$ cat src/core/pgnf_pkg.sv
package pgnf_pkg;
  localparam int ADDR_W = 4; // register address width
  localparam int DATA_W = 8; // register data width
  localparam int NPINS  = 8; // pins in the port
  // register offsets
  localparam logic [3:0] OFS_DIR_PIN = 4'h0; // direction write, pin state read
  localparam logic [3:0] OFS_OUTDATA = 4'h1; // output data
  localparam logic [3:0] OFS_NCE     = 4'h2; // filter enable bits
  localparam logic [3:0] OFS_NCMC    = 4'h3; // filter expected level bits
  localparam logic [3:0] OFS_PERIOD  = 4'h4; // filter_sample_period
  localparam logic [3:0] OFS_ROUTE   = 4'h5; // port_route_control
  localparam logic [3:0] OFS_I2C2    = 4'h6; // i2c2_control_reg
  // reset values
  localparam logic [7:0] RST_BYTE    = 8'h00; // all control regs reset zero
  localparam logic [2:0] RST_PERIOD  = 3'h0; // period field reset
  localparam logic [7:0] UNMAPPED_RD = 8'h00; // unmapped read answer
  // field positions
  localparam int PERIOD_LSB = 0; // period code low bit
  localparam int PERIOD_MSB = 2; // period code high bit
  localparam int BIT_CH1_BUSB = 3; // route bits in port_route_control
  localparam int BIT_CH0_BUSB = 2;
  localparam int BIT_CH1_BUSA = 1;
  localparam int BIT_CH0_BUSA = 0;
  localparam int BIT_I2C2_EN  = 7; // interface enable in i2c2_control_reg
  // pin indices
  localparam int PIN_BUSB_CLK = 7;
  localparam int PIN_BUSB_DAT = 6;
  localparam int PIN_BUSA_CLK = 5;
  localparam int PIN_BUSA_DAT = 4;
  localparam int PIN_CH2_CLK  = 3;
  localparam int PIN_CH2_DAT  = 2;
  localparam int PIN_TIMER_Y  = 1;
  localparam int PIN_TIMER_X  = 0;
  // timer control fields
  localparam logic [2:0] CKS_EXT_LO = 3'h5; // lowest external clock code
  // divide exponents per period code
  localparam int DIV_EXP0 = 1;  // divide by 2
  localparam int DIV_EXP1 = 5;  // divide by 32
  localparam int DIV_EXP2 = 13; // divide by 8192, doubles per step
  localparam int DIV_W    = 18; // up to 262144
  localparam int SYNC_STAGES = 3; // pin synchronizer depth
endpackage

$ cat src/core/pgnf_tick_gen.sv
`timescale 1ns/1ps
`default_nettype none
module pgnf_tick_gen #(
  parameter int DIV_W = pgnf_pkg::DIV_W // divider width
) (
  input  wire logic       clk,     // system clock
  input  wire logic       sys_rst, // sync reset, active high
  input  wire logic [2:0] period,  // sample period code
  output logic            tick     // one-cycle sample pulse
);
  logic [DIV_W-1:0] count;       // free-running divider
  logic [2:0]       period_q;    // last code, to spot changes
  logic [DIV_W-1:0] next_count;  // divider next value
  logic [DIV_W-1:0] terminal;    // last count of the period
  logic             changed;     // code differs from last cycle

  // divide ratio from the code, minus one
  function automatic logic [DIV_W-1:0] last_count(input logic [2:0] code);
    int exp_v;
    exp_v = (code == 3'h0) ? pgnf_pkg::DIV_EXP0 :
            (code == 3'h1) ? pgnf_pkg::DIV_EXP1 :
            pgnf_pkg::DIV_EXP2 + int'(code) - 2;
    return DIV_W'((DIV_W+1)'(1) << exp_v) - DIV_W'(1);
  endfunction

  assign terminal   = last_count(period);
  assign changed    = (period != period_q);
  // restart from zero on a code change so a stale count never misfires
  assign next_count = (changed || count >= terminal) ? '0 : count + DIV_W'(1);
  assign tick       = !changed && (count == terminal);

  // divider state
  always_ff @(posedge clk) begin
    if (sys_rst) begin
      count    <= '0;
      period_q <= pgnf_pkg::RST_PERIOD;
    end else begin
      count    <= next_count;
      period_q <= period;
    end
  end
endmodule
`default_nettype wire

$ cat src/core/pgnf_filter.sv
`timescale 1ns/1ps
`default_nettype none
module pgnf_filter #(
  parameter int NPINS = pgnf_pkg::NPINS // pins filtered
) (
  input  wire logic             clk,      // system clock
  input  wire logic             sys_rst,  // sync reset, active high
  input  wire logic             tick,     // sample pulse
  input  wire logic [NPINS-1:0] level,    // synchronized pin level
  input  wire logic [NPINS-1:0] enable,   // filter_enable_bits
  input  wire logic [NPINS-1:0] expect_hi,// filter_expected_level_bits
  output logic      [NPINS-1:0] state     // pin state value
);
  logic [NPINS-1:0] last_smp;   // previous sample
  logic [NPINS-1:0] stable_exp; // two samples equal expected level
  logic [NPINS-1:0] take_exp;   // tick with a stable expected level
  logic [NPINS-1:0] next_state; // per-pin next state

  assign stable_exp = ~(level ^ expect_hi) & ~(last_smp ^ expect_hi);
  assign take_exp   = tick ? stable_exp : '0;
  // unfiltered pins follow the pin; filtered ones move only on a stable
  // expected level, otherwise they hold, which masks glitches of the other sense
  assign next_state = (~enable & level)
                    | (enable & take_exp & expect_hi)
                    | (enable & ~take_exp & state);

  // sample history and state
  always_ff @(posedge clk) begin
    if (sys_rst) begin
      last_smp <= '0;
      state    <= '0;
    end else begin
      if (tick) begin
        last_smp <= level;
      end
      state <= next_state;
    end
  end
endmodule
`default_nettype wire

$ cat src/core/pgnf_port.sv
`timescale 1ns/1ps
`default_nettype none
module pgnf_port #(
  parameter int NPINS = pgnf_pkg::NPINS // pins in the port
) (
  input  wire logic                        clk,         // system clock
  input  wire logic                        sys_rst,     // sync reset, active high
  // register port
  input  wire logic [pgnf_pkg::ADDR_W-1:0] reg_addr,    // register address
  input  wire logic [pgnf_pkg::DATA_W-1:0] reg_wdata,   // write data
  input  wire logic                        reg_wr,      // write strobe
  input  wire logic                        reg_rd,      // read strobe
  output logic      [pgnf_pkg::DATA_W-1:0] reg_rdata,   // read data, next cycle
  // pins
  input  wire logic [NPINS-1:0]            pin_in,      // pin levels
  output logic      [NPINS-1:0]            pin_out,     // pin drive value
  output logic      [NPINS-1:0]            pin_oe,      // pin drive enable
  // i2c units
  input  wire logic                        busa_clock_drv_low, // bus-A clock pull low
  input  wire logic                        busa_data_drv_low,  // bus-A data pull low
  input  wire logic                        busb_clock_drv_low, // bus-B clock pull low
  input  wire logic                        busb_data_drv_low,  // bus-B data pull low
  input  wire logic                        chan2_clock_drv_low,// ch2 clock pull low
  input  wire logic                        chan2_data_drv_low, // ch2 data pull low
  output logic                             busa_clock_line,    // bus-A clock level
  output logic                             busa_data_line,     // bus-A data level
  output logic                             busb_clock_line,    // bus-B clock level
  output logic                             busb_data_line,     // bus-B data level
  output logic                             chan2_clock_line,   // ch2 clock level
  output logic                             chan2_data_line,    // ch2 data level
  // interrupt controller
  input  wire logic [NPINS-1:0]            irq_source_sel,     // source select 15..8
  input  wire logic [NPINS-1:0]            irq_enable,         // enable 15..8
  output logic      [NPINS-1:0]            ext_interrupt,      // ext interrupts 15..8
  // timers
  input  wire logic [1:0]                  timer_x_clear_sel,  // clear select hi,lo
  input  wire logic [2:0]                  timer_x_clock_sel,  // clock select code
  input  wire logic [1:0]                  timer_y_clear_sel,  // clear select hi,lo
  input  wire logic [2:0]                  timer_y_clock_sel,  // clock select code
  output logic                             timer_x_clear_in,   // timer X clear input
  output logic                             timer_x_clock_in,   // timer X clock input
  output logic                             timer_y_clear_in,   // timer Y clear input
  output logic                             timer_y_clock_in    // timer Y clock input
);
  // control registers
  logic [NPINS-1:0] direction_reg;        // 1 = output
  logic [NPINS-1:0] out_data;             // general output data
  logic [NPINS-1:0] filter_enable_bits;   // filter on per pin
  logic [NPINS-1:0] filter_expected_level_bits; // expected level per pin
  logic [2:0]       sample_period_sel;    // period code
  logic [3:0]       port_route_control;   // I2C routing bits
  logic             i2c2_interface_enable;// ch2 pin takeover
  // pin synchronizer, three stages
  logic [NPINS-1:0] sync1;                // first stage, read only by sync2
  logic [NPINS-1:0] sync2;                // second stage
  logic [NPINS-1:0] sync3;                // third stage
  logic [NPINS-1:0] level;                // agreed synchronized level
  logic [NPINS-1:0] pin_state_reg;        // filtered pin state
  logic             tick;                 // sample pulse
  // decode
  logic             hit_dir, hit_out, hit_nce, hit_ncmc, hit_per, hit_route, hit_i2c2;
  logic             busb_on, busa_on;     // bus pair routed
  logic [NPINS-1:0] i2c_mode;             // pin is an I2C line
  logic [NPINS-1:0] i2c_low;              // I2C unit pulls the line low
  logic [pgnf_pkg::DATA_W-1:0] rd_mux;    // read selection
  logic             x_ext, y_ext;         // timers on external clock

  assign hit_dir   = reg_addr == pgnf_pkg::OFS_DIR_PIN;
  assign hit_out   = reg_addr == pgnf_pkg::OFS_OUTDATA;
  assign hit_nce   = reg_addr == pgnf_pkg::OFS_NCE;
  assign hit_ncmc  = reg_addr == pgnf_pkg::OFS_NCMC;
  assign hit_per   = reg_addr == pgnf_pkg::OFS_PERIOD;
  assign hit_route = reg_addr == pgnf_pkg::OFS_ROUTE;
  assign hit_i2c2  = reg_addr == pgnf_pkg::OFS_I2C2;

  // register writes; reserved period bits are dropped
  always_ff @(posedge clk) begin
    if (sys_rst) begin
      direction_reg              <= pgnf_pkg::RST_BYTE;
      out_data                   <= pgnf_pkg::RST_BYTE;
      filter_enable_bits         <= pgnf_pkg::RST_BYTE;
      filter_expected_level_bits <= pgnf_pkg::RST_BYTE;
      sample_period_sel          <= pgnf_pkg::RST_PERIOD;
      port_route_control         <= '0;
      i2c2_interface_enable      <= 1'b0;
    end else if (reg_wr) begin
      if (hit_dir)   direction_reg              <= reg_wdata;
      if (hit_out)   out_data                   <= reg_wdata;
      if (hit_nce)   filter_enable_bits         <= reg_wdata;
      if (hit_ncmc)  filter_expected_level_bits <= reg_wdata;
      if (hit_per)   sample_period_sel <= reg_wdata[pgnf_pkg::PERIOD_MSB:pgnf_pkg::PERIOD_LSB];
      if (hit_route) port_route_control         <= reg_wdata[3:0];
      if (hit_i2c2)  i2c2_interface_enable      <= reg_wdata[pgnf_pkg::BIT_I2C2_EN];
    end
  end

  // read mux; reserved bits read zero
  assign rd_mux = hit_dir   ? pin_state_reg :
                  hit_out   ? out_data :
                  hit_nce   ? filter_enable_bits :
                  hit_ncmc  ? filter_expected_level_bits :
                  hit_per   ? {5'h00, sample_period_sel} :
                  hit_route ? {4'h0, port_route_control} :
                  hit_i2c2  ? {i2c2_interface_enable, 7'h00} :
                  pgnf_pkg::UNMAPPED_RD;

  // read data registered, valid only the cycle after the strobe
  always_ff @(posedge clk) begin
    if (sys_rst) begin
      reg_rdata <= '0;
    end else begin
      reg_rdata <= reg_rd ? rd_mux : '0;
    end
  end

  // pin synchronizer; a change counts once stages two and three agree
  always_ff @(posedge clk) begin
    if (sys_rst) begin
      sync1 <= '0;
      sync2 <= '0;
      sync3 <= '0;
      level <= '0;
    end else begin
      sync1 <= pin_in;
      sync2 <= sync1;
      sync3 <= sync2;
      level <= (sync2 & sync3) | (level & (sync2 ^ sync3));
    end
  end

  pgnf_tick_gen #(.DIV_W(pgnf_pkg::DIV_W)) u_tick (
    .clk     (clk),
    .sys_rst (sys_rst),
    .period  (sample_period_sel),
    .tick    (tick)
  );

  pgnf_filter #(.NPINS(NPINS)) u_filt (
    .clk       (clk),
    .sys_rst   (sys_rst),
    .tick      (tick),
    .level     (level),
    .enable    (filter_enable_bits),
    .expect_hi (filter_expected_level_bits),
    .state     (pin_state_reg)
  );

  // pin function selection
  assign busb_on = port_route_control[pgnf_pkg::BIT_CH1_BUSB]
                 | port_route_control[pgnf_pkg::BIT_CH0_BUSB];
  assign busa_on = port_route_control[pgnf_pkg::BIT_CH1_BUSA]
                 | port_route_control[pgnf_pkg::BIT_CH0_BUSA];
  assign i2c_mode = {busb_on, busb_on, busa_on, busa_on,
                     i2c2_interface_enable, i2c2_interface_enable, 2'b00};
  assign i2c_low  = {busb_clock_drv_low, busb_data_drv_low,
                     busa_clock_drv_low, busa_data_drv_low,
                     chan2_clock_drv_low, chan2_data_drv_low, 2'b00};

  // I2C lines only sink current; general outputs drive both levels
  assign pin_out = i2c_mode & '0 | ~i2c_mode & out_data;
  assign pin_oe  = (i2c_mode & i2c_low)
                 | (~i2c_mode & direction_reg);

  // I2C units see the synchronized line level
  assign busb_clock_line  = level[pgnf_pkg::PIN_BUSB_CLK] | ~busb_on;
  assign busb_data_line   = level[pgnf_pkg::PIN_BUSB_DAT] | ~busb_on;
  assign busa_clock_line  = level[pgnf_pkg::PIN_BUSA_CLK] | ~busa_on;
  assign busa_data_line   = level[pgnf_pkg::PIN_BUSA_DAT] | ~busa_on;
  assign chan2_clock_line = level[pgnf_pkg::PIN_CH2_CLK] | ~i2c2_interface_enable;
  assign chan2_data_line  = level[pgnf_pkg::PIN_CH2_DAT] | ~i2c2_interface_enable;

  // interrupts pass only when both controller bits are set; idle high
  assign ext_interrupt = (level | ~(irq_source_sel & irq_enable));

  assign x_ext = timer_x_clock_sel >= pgnf_pkg::CKS_EXT_LO;
  assign y_ext = timer_y_clock_sel >= pgnf_pkg::CKS_EXT_LO;
  // timer inputs from the synchronized pin, low when not selected
  assign timer_y_clear_in = &timer_y_clear_sel & level[pgnf_pkg::PIN_TIMER_Y];
  assign timer_y_clock_in = y_ext & level[pgnf_pkg::PIN_TIMER_Y];
  assign timer_x_clear_in = &timer_x_clear_sel & level[pgnf_pkg::PIN_TIMER_X];
  assign timer_x_clock_in = x_ext & level[pgnf_pkg::PIN_TIMER_X];
endmodule
`default_nettype wire

$ cat config.mk
export PLATFORM = sky130hd
export DESIGN_NAME = pgnf_port
export DESIGN_NICKNAME = d
export VERILOG_FILES = /design/src/core/pgnf_pkg.sv /design/src/core/pgnf_tick_gen.sv /design/src/core/pgnf_filter.sv /design/src/core/pgnf_port.sv
export SDC_FILE = /design/constraint.sdc
export NUM_CORES = 1
export LEC_CHECK = 0
export BUFFER_PORTS_ARGS = -buffer_cell sky130_fd_sc_hd__clkbuf_2
export CORE_MARGIN = 4
export CORE_UTILIZATION = 55
export DETAILED_ROUTE_END_ITERATION = 6
export PLACE_DENSITY_LB_ADDON = 0.12
export SLEW_MARGIN = 15
export SYNTH_ARGS = -nofsm -noshare
export SYNTH_HDL_FRONTEND = slang
export SYNTH_SLANG_ARGS = --single-unit
export TNS_END_PERCENT = 1
$ cat constraint.sdc
create_clock -name clk -period 11.5 [get_ports clk]
set_input_delay 0.575 -clock clk [delete_from_list [all_inputs] [get_ports clk]]
set_output_delay 0.575 -clock clk [all_outputs]
set_load 0.005 [all_outputs]
==> results of run 1 <==
-- per-stage QoR --
stage                     setup slack, ns  hold slack, ns  utilization  power [W]  instance area [um^2]
final                               6.178          0.2608       0.6766   0.001037                  7111
after global routing                5.691          0.2314       0.6766   0.001080                  7111
after CTS                           5.837          0.2377       0.6765   0.001047                  7109
after detailed placement            5.862          0.4277       0.6231  0.0005450                  6548
after global placement              6.031          0.4163       0.6231  0.0005412                  6548
after floorplan                     6.734          0.4138            -  0.0005189                  6028
-- worst reg2reg max path, delay by kind of cell (launching register included) --
kind                       cells  cell delay [ns]
and+or+nand+nor               11             2.66
adders and majority gates      5             1.41
DFF                            1             0.58
AOI/OAI and AO/OA              3             0.57
buffers and inverters          1             0.04
-- logic make-up (layout without fill, tap and decap cells) --
family,count (synthesis),after routing,share of synthesized area
AOI/OAI and AO/OA,132,132,0.1401
xor gates and xnor gates,21,21,0.03051
buffers and inverters,49,147,0.04006
and+or+nand+nor,302,302,0.2516
adders and majority gates,35,35,0.07264
muxes,45,45,0.07659
DFF,117,117,0.3885
-- synthesized netlist by cell type, types with 3 or more instances --
cell        n
mux2i_1    36
or2_2       7
nor2_1     91
a21o_1      7
o211a_1     3
xnor2_1     9
nand4_1     5
nand3b_1    9
buf_2       3
mux2_2      9
o32ai_1     3
buf_1       3
a31oi_1     6
buf_4       4
nor3_1     12
nor2b_1    36
nor4_1      8
a21oi_1    66
nand2b_1    8
nor2_4      9
and2_1      9
a22oi_1     9
inv_1      12
and3_1      8
buf_6       3
a22o_1      4
nand3_1    29
clkbuf_1   23
xor2_1     12
dfxtp_1   117
nand2_1    64
ha_1       35
o21ai_0    13
-- layout make-up --
type,count,area [um^2]
clock buffer,25,464.2
clock inverter,7,97.59
fill,865,3398
inverter,12,45.04
multi-input combinational,535,3461
sequential,117,2342
tap,136,170.2
timing repair buffer,103,530.5
-- placed cells by master (no fill, tap or decap), types with 7 or more instances in the layout --
cell type  netlist  layout
a21o_1           7       7
a21oi_1         66      66
a22oi_1          9       9
and2_1           9       9
and3_1           8       8
clkbuf_16        0      16
clkbuf_2         0      96
dfxtp_1        117     117
ha_1            35      35
inv_1           12      12
mux2_2           9       9
mux2i_1         36      36
nand2_1         64      64
nand2b_1         8       8
nand3_1         29      29
nand3b_1         9       9
nor2_1          91      91
nor2_4           9       9
nor2b_1         36      36
nor3_1          12      12
nor4_1           8       7
o21ai_0         13      13
or2_2            7       7
xnor2_1          9       9
xor2_1          12      12
-- routing by layer --
metal | routed length (um) | global-route usage
met4 | 352 | 0.1146
met1 | 6001 | 0.2669
met3 | 771 | 0.06310
met5 | 0 | 0
met2 | 7713 | 0.4163
-- where the power goes --
part	total [W]	internal, W	switching, W
registers	0.000422	0.000415	0.00000724
clock network	0.000498	0.000320	0.000178
logic	0.000116	0.0000447	0.0000717
total	0.00104	0.000779	0.000257
-- how the worst max path moves through the flow --
stage / end / cells after the start / start
floorplan: u_filt.state[4]$_SDFF_PP0_ / 23 / sample_period_sel[2]$_SDFFE_PP0P_
global placement: u_tick.count[17]$_SDFF_PP0_ / 20 / sample_period_sel[1]$_SDFFE_PP0P_
detailed placement: u_tick.count[7]$_SDFF_PP0_ / 20 / sample_period_sel[0]$_SDFFE_PP0P_
CTS: u_tick.count[7]$_SDFF_PP0_ / 18 / sample_period_sel[0]$_SDFFE_PP0P_
global route: u_filt.state[4]$_SDFF_PP0_ / 21 / sample_period_sel[2]$_SDFFE_PP0P_
finish: u_tick.count[7]$_SDFF_PP0_ / 20 / sample_period_sel[1]$_SDFFE_PP0P_
==> impl_metrics.ini, run 1 <==
[status]
status = complete, no violations

[floorplan]
fp.dieArea_um2 = 12700
start_util = 0.5736
ios = 98
die_w_um = 112.7
die_h_um = 112.7
core-area_um2 = 10510
rows = 37

[logic_synthesis]
synth_top_cell_area_share = 0.3885
synth_seq_cells = 117
avgSynthCellArea_um2 = 8.600
synth_seq_area_share = 0.3885
yosysWarnings = 0
synth_area_leaders = dfxtp_1 (39%), ha_1 (7.3%), mux2i_1 (6.0%)
ys_types = 56
synth_cells = 701
synth_area_um2 = 6028
synthFlopType = dfxtp_1
synth_edf_count = 0
yosys.area.top_type = dfxtp_1
synth_nets = 792
async_flop_share = 0

[clocking]
cts_sinks = 117
cts_tree = done
htreeDepth = 4
root_buffer = clkbuf_8
post-cts-setup-buffers = 0
cts_buffer_depth = 2
cts_buffers = 17
clk_latency_ns = 0.52
postCtsResizedCells = 0
postCtsHoldBufs = 0
path_clk_slew_ns = 0.06

[route]
ant_nets = 0
routed_wl_um = 14840
drc = 0
vias_per_cell = 5.704
wl_per_cell_um = 15.87
vias = 5333
dr.first_iter.drc_count = 470
dr.pass1.iters = 6

[worst_setup_path]
arrival_ns = 5.77
cpPeakStageDelay_ns = 0.71
crit_buf_inv = 1
critical_path.endpoint_type = flip-flop
rr_worst_depth = 20
reg2reg_from = sample_period_sel[1]$_SDFFE_PP0P_
r2r_slack_ns = 6.18
cpMostUsedCell = ha_1
path_cells = ha_1, inv_1, ha_1, ha_1, and2_1, and2_1, nor4_1, nand2_1, ha_1, nor3_1, a21oi_1, nor2_1, a21oi_1, ha_1, nand4_1, or3_1, nor2_1, or4_1, o22a_2, nor2_1
timing.rr.end = u_tick.count[7]$_SDFF_PP0_
crit_slowest_cell = nor4_1
crit_path_max_fanout = 18
worstSetupPathType = reg2reg
cp.required_ns = 11.95
critPathTopFamily = simple AND/OR/NAND/NOR gates
startpoint_type = flip-flop

[timing]
slew_headroom = 0.3424
fin_crit_ns = 5.322
finalHoldViolCount = 0
final-setup-viol-count = 0
tns_ns = 0
post-route-period-util = 0.4627
worstMarginPinSlew_ns = 0.9864
max_clock_freq_mhz = 187.9
fin_worst_skew_ns = 0.01075
rsz0062_at_grt = false
final_max_slew_viol_count = 0

[grt]
antenna_found_initial = 0
grt_overflow = 0
grt_start_max_net_pins = 94
grtUsageTotal = 0.2376
grt_pass1_wl_um = 24420
grt_pass1_vias = 5233

[job]
drv_cap = 0

[cells_and_area]
finalNetCount = 877
instances_no_fill = 935
largest_register_ffs = 18
layout-area-overhead-vs-synth_pct = 17.95
drive_above_1_share = 0.2003
antenna_cells = 0
max_flop_register = u_tick.count

[place]
io_buffers = 97
gp_congestion = 0.8843
dp.cells = 903
hpwl_um = 10530

[min_path]
hold_path_class = in2reg
whs_path_depth = 2
holdCritStartpoint = pin_in[7]
hold-path-endpoint = sync1[7]$_SDFF_PP0_

[power_and_ir_drop]
ir_drop_mv = 0.1191
leakagePower_nw = 2.967
power_density_nw_per_um2 = 145.8
Power figures use the tool's default switching activity.
==> inputs of run 2 (changes only) <==
Settings changed: CORE_UTILIZATION 55 to 51.
Clock period 11.5 ns to 4.31 ns, I/O delays scaled along.
==> run 2 against run 1 <==
Net effect:
- global-route usage shrank 1.6 points
- first-iteration DRC count shrank 10%
- register-to-register slack lost 6.0 ns
- critical path type unchanged
- largest power group unchanged
==> impl_metrics.ini, run 2 (same netlist as run 1, synthesis figures left out) <==
[power_and_ir_drop]
power.share.sequential = 0.381
internal_power_w = 0.002241
clkPwrFrac = 0.490
switching_power_w = 0.0007104
leakagePower_nw = 3.151
swShare = 0.2407
power.total_w = 0.002951
pwr-share-comb = 0.129
power_density_nw_per_um2 = 389.1
ir_drop_mv = 0.4188

[clocking]
cts_sinks = 117
clk_latency_ns = 0.41
cts_buffer_depth = 2
postCtsHoldBufs = 0
path_clk_slew_ns = 0.05
htreeDepth = 4
root_buffer = clkbuf_16
cts_buffers = 17
cts_tree = done

[cells_and_area]
instances_no_fill = 966
mostFrequentLayoutCells = dfxtp_1 (114), clkbuf_2 (96), nor2_1 (90)
largest_register_ffs = 18
final_common_cell = dfxtp_1
drive_above_1_share = 0.2576
antenna_cells = 0
fillCellCount = 965
max_flop_register = u_tick.count
finalNetCount = 901
layout-area-overhead-vs-synth_pct = 25.80

[timing]
hold_ws_ns = 0.01644
fin_crit_ns = 4.112
final-setup-viol-count = 0
worstMarginPinSlew_ns = 0.9063
max_clock_freq_mhz = 243.2
fin_worst_skew_ns = 0.01090
slew_headroom = 0.3958
setup_slack_ns = 0.1985
post-route-period-util = 0.9539
final_max_slew_viol_count = 0
finalHoldViolCount = 0

[place]
hpwl_um = 10760
io_buffers = 97
dp.cells = 929
dp_slack_ns = -0.04319
gp_congestion = 0.8730

[grt]
grt_pass1_wl_um = 24100
grtUsageTotal = 0.2213
antenna_found_initial = 0
grt_overflow = 0
grt_pass1_vias = 5229
grt_start_max_net_pins = 93

[floorplan]
core-area_um2 = 11520
die_h_um = 116.7
start_util = 0.5235
fp.dieArea_um2 = 13620
rows = 39
die_w_um = 116.7
ios = 98

[status]
status = complete, no violations

[worst_setup_path]
startpoint_type = flip-flop
crit_path_max_fanout = 18
critical_path.endpoint_type = flip-flop
worstSetupPathType = reg2reg
cp.required_ns = 4.65
rr_worst_depth = 21
arrival_ns = 4.46

[route]
ant_nets = 0
wl_per_cell_um = 15.53
vias_per_cell = 5.557
routed_wl_um = 15000
drc = 0
vias = 5368
dr.first_iter.drc_count = 423
dr.pass1.iters = 6

[job]
drv_cap = 0

[min_path]
whs_path_depth = 2
hold_path_class = in2reg
## run 2: cell count changes in the layout (fill, tap and decap cells not counted), sizes merged
cell / previous run / this run
buf: 7 / 29
bufinv: 2 / 3
clkbuf: 121 / 120
clkinv: 3 / 2
clkinvlp: 2 / 3
inv: 12 / 14
## run 2: cell type report
cell class | count | area [um^2] | share of cell area
clock buffers | 22 | 474.2 | 0.06253
clock inverters | 10 | 143.9 | 0.01897
multi-input cells | 535 | 3618 | 0.4771
inverters | 12 | 45.04 | 0.005940
flip-flops and latches | 117 | 2349 | 0.3097
repair buffers | 127 | 774.5 | 0.1021
well taps | 143 | 178.9 | 0.02359
## run 2: power groups by stage
stage	clock (W)	combinational [W]	sequential, W
6_report	0.00145	0.000381	0.00112
5_1_grt	0.00152	0.000422	0.00113
4_1_cts	0.00147	0.000340	0.00112
3_5_place_dp	0	0.000334	0.00115
3_3_place_gp	0	0.000324	0.00115
2_1_floorplan	0	0.000249	0.00114
## run 2: worst paths after layout
check                                                        from                     endpoint  slack, ns
worst max register to register  sample_period_sel[0]$_SDFFE_PP0P_  u_tick.count[17]$_SDFF_PP0_       0.20
worst min-delay path                                    pin_in[5]          sync1[5]$_SDFF_PP0_       0.02
worst min register to register                sync1[2]$_SDFF_PP0_          sync2[2]$_SDFF_PP0_       0.43
worst max-delay path            sample_period_sel[0]$_SDFFE_PP0P_  u_tick.count[17]$_SDFF_PP0_       0.20
## run 2: metrics by stage
stage                     setup TNS (ns)  instance area [um^2]    util
after global routing             -0.7010                  7584  0.6585
after CTS                              0                  7407  0.6432
after floorplan                        0                  6091       -
after detailed placement         -0.4660                  6766  0.5876
final                                  0                  7584  0.6585
after global placement                 0                  6766  0.5876
## run 2: critical path: stages, from the launching register on
cell	delay, ns
dfxtp_4	0.35
ha_1	0.20
inv_2	0.06
ha_4	0.20
ha_2	0.19
and2_4	0.18
buf_4	0.14
a2111oi_4	0.36
and2_4	0.20
a21oi_1	0.11
buf_4	0.16
a21o_1	0.15
nand3_1	0.12
ha_1	0.25
a21o_1	0.16
a21o_1	0.16
a21oi_1	0.13
nor2_1	0.05
or4_1	0.39
o22a_1	0.21
buf_12	0.18
nor2_1	0.11
## run 2: repair_timing
action / 4_1_cts / 5_1_grt
cloned: 0 / 2
endpoints found under the setup margin: 23 / 34
resized for setup: 4 / 25
setup buffers: 1 / 2
pin swaps: 1 / 18
## run 2: metal layers
layer	track usage	wire length, um	up-vias
li1	-	-	2672
met1	0.2528	6172	2548
met2	0.4031	8036	128
met3	0.05130	579	20
met4	0.07569	210	0
met5	0	0	-
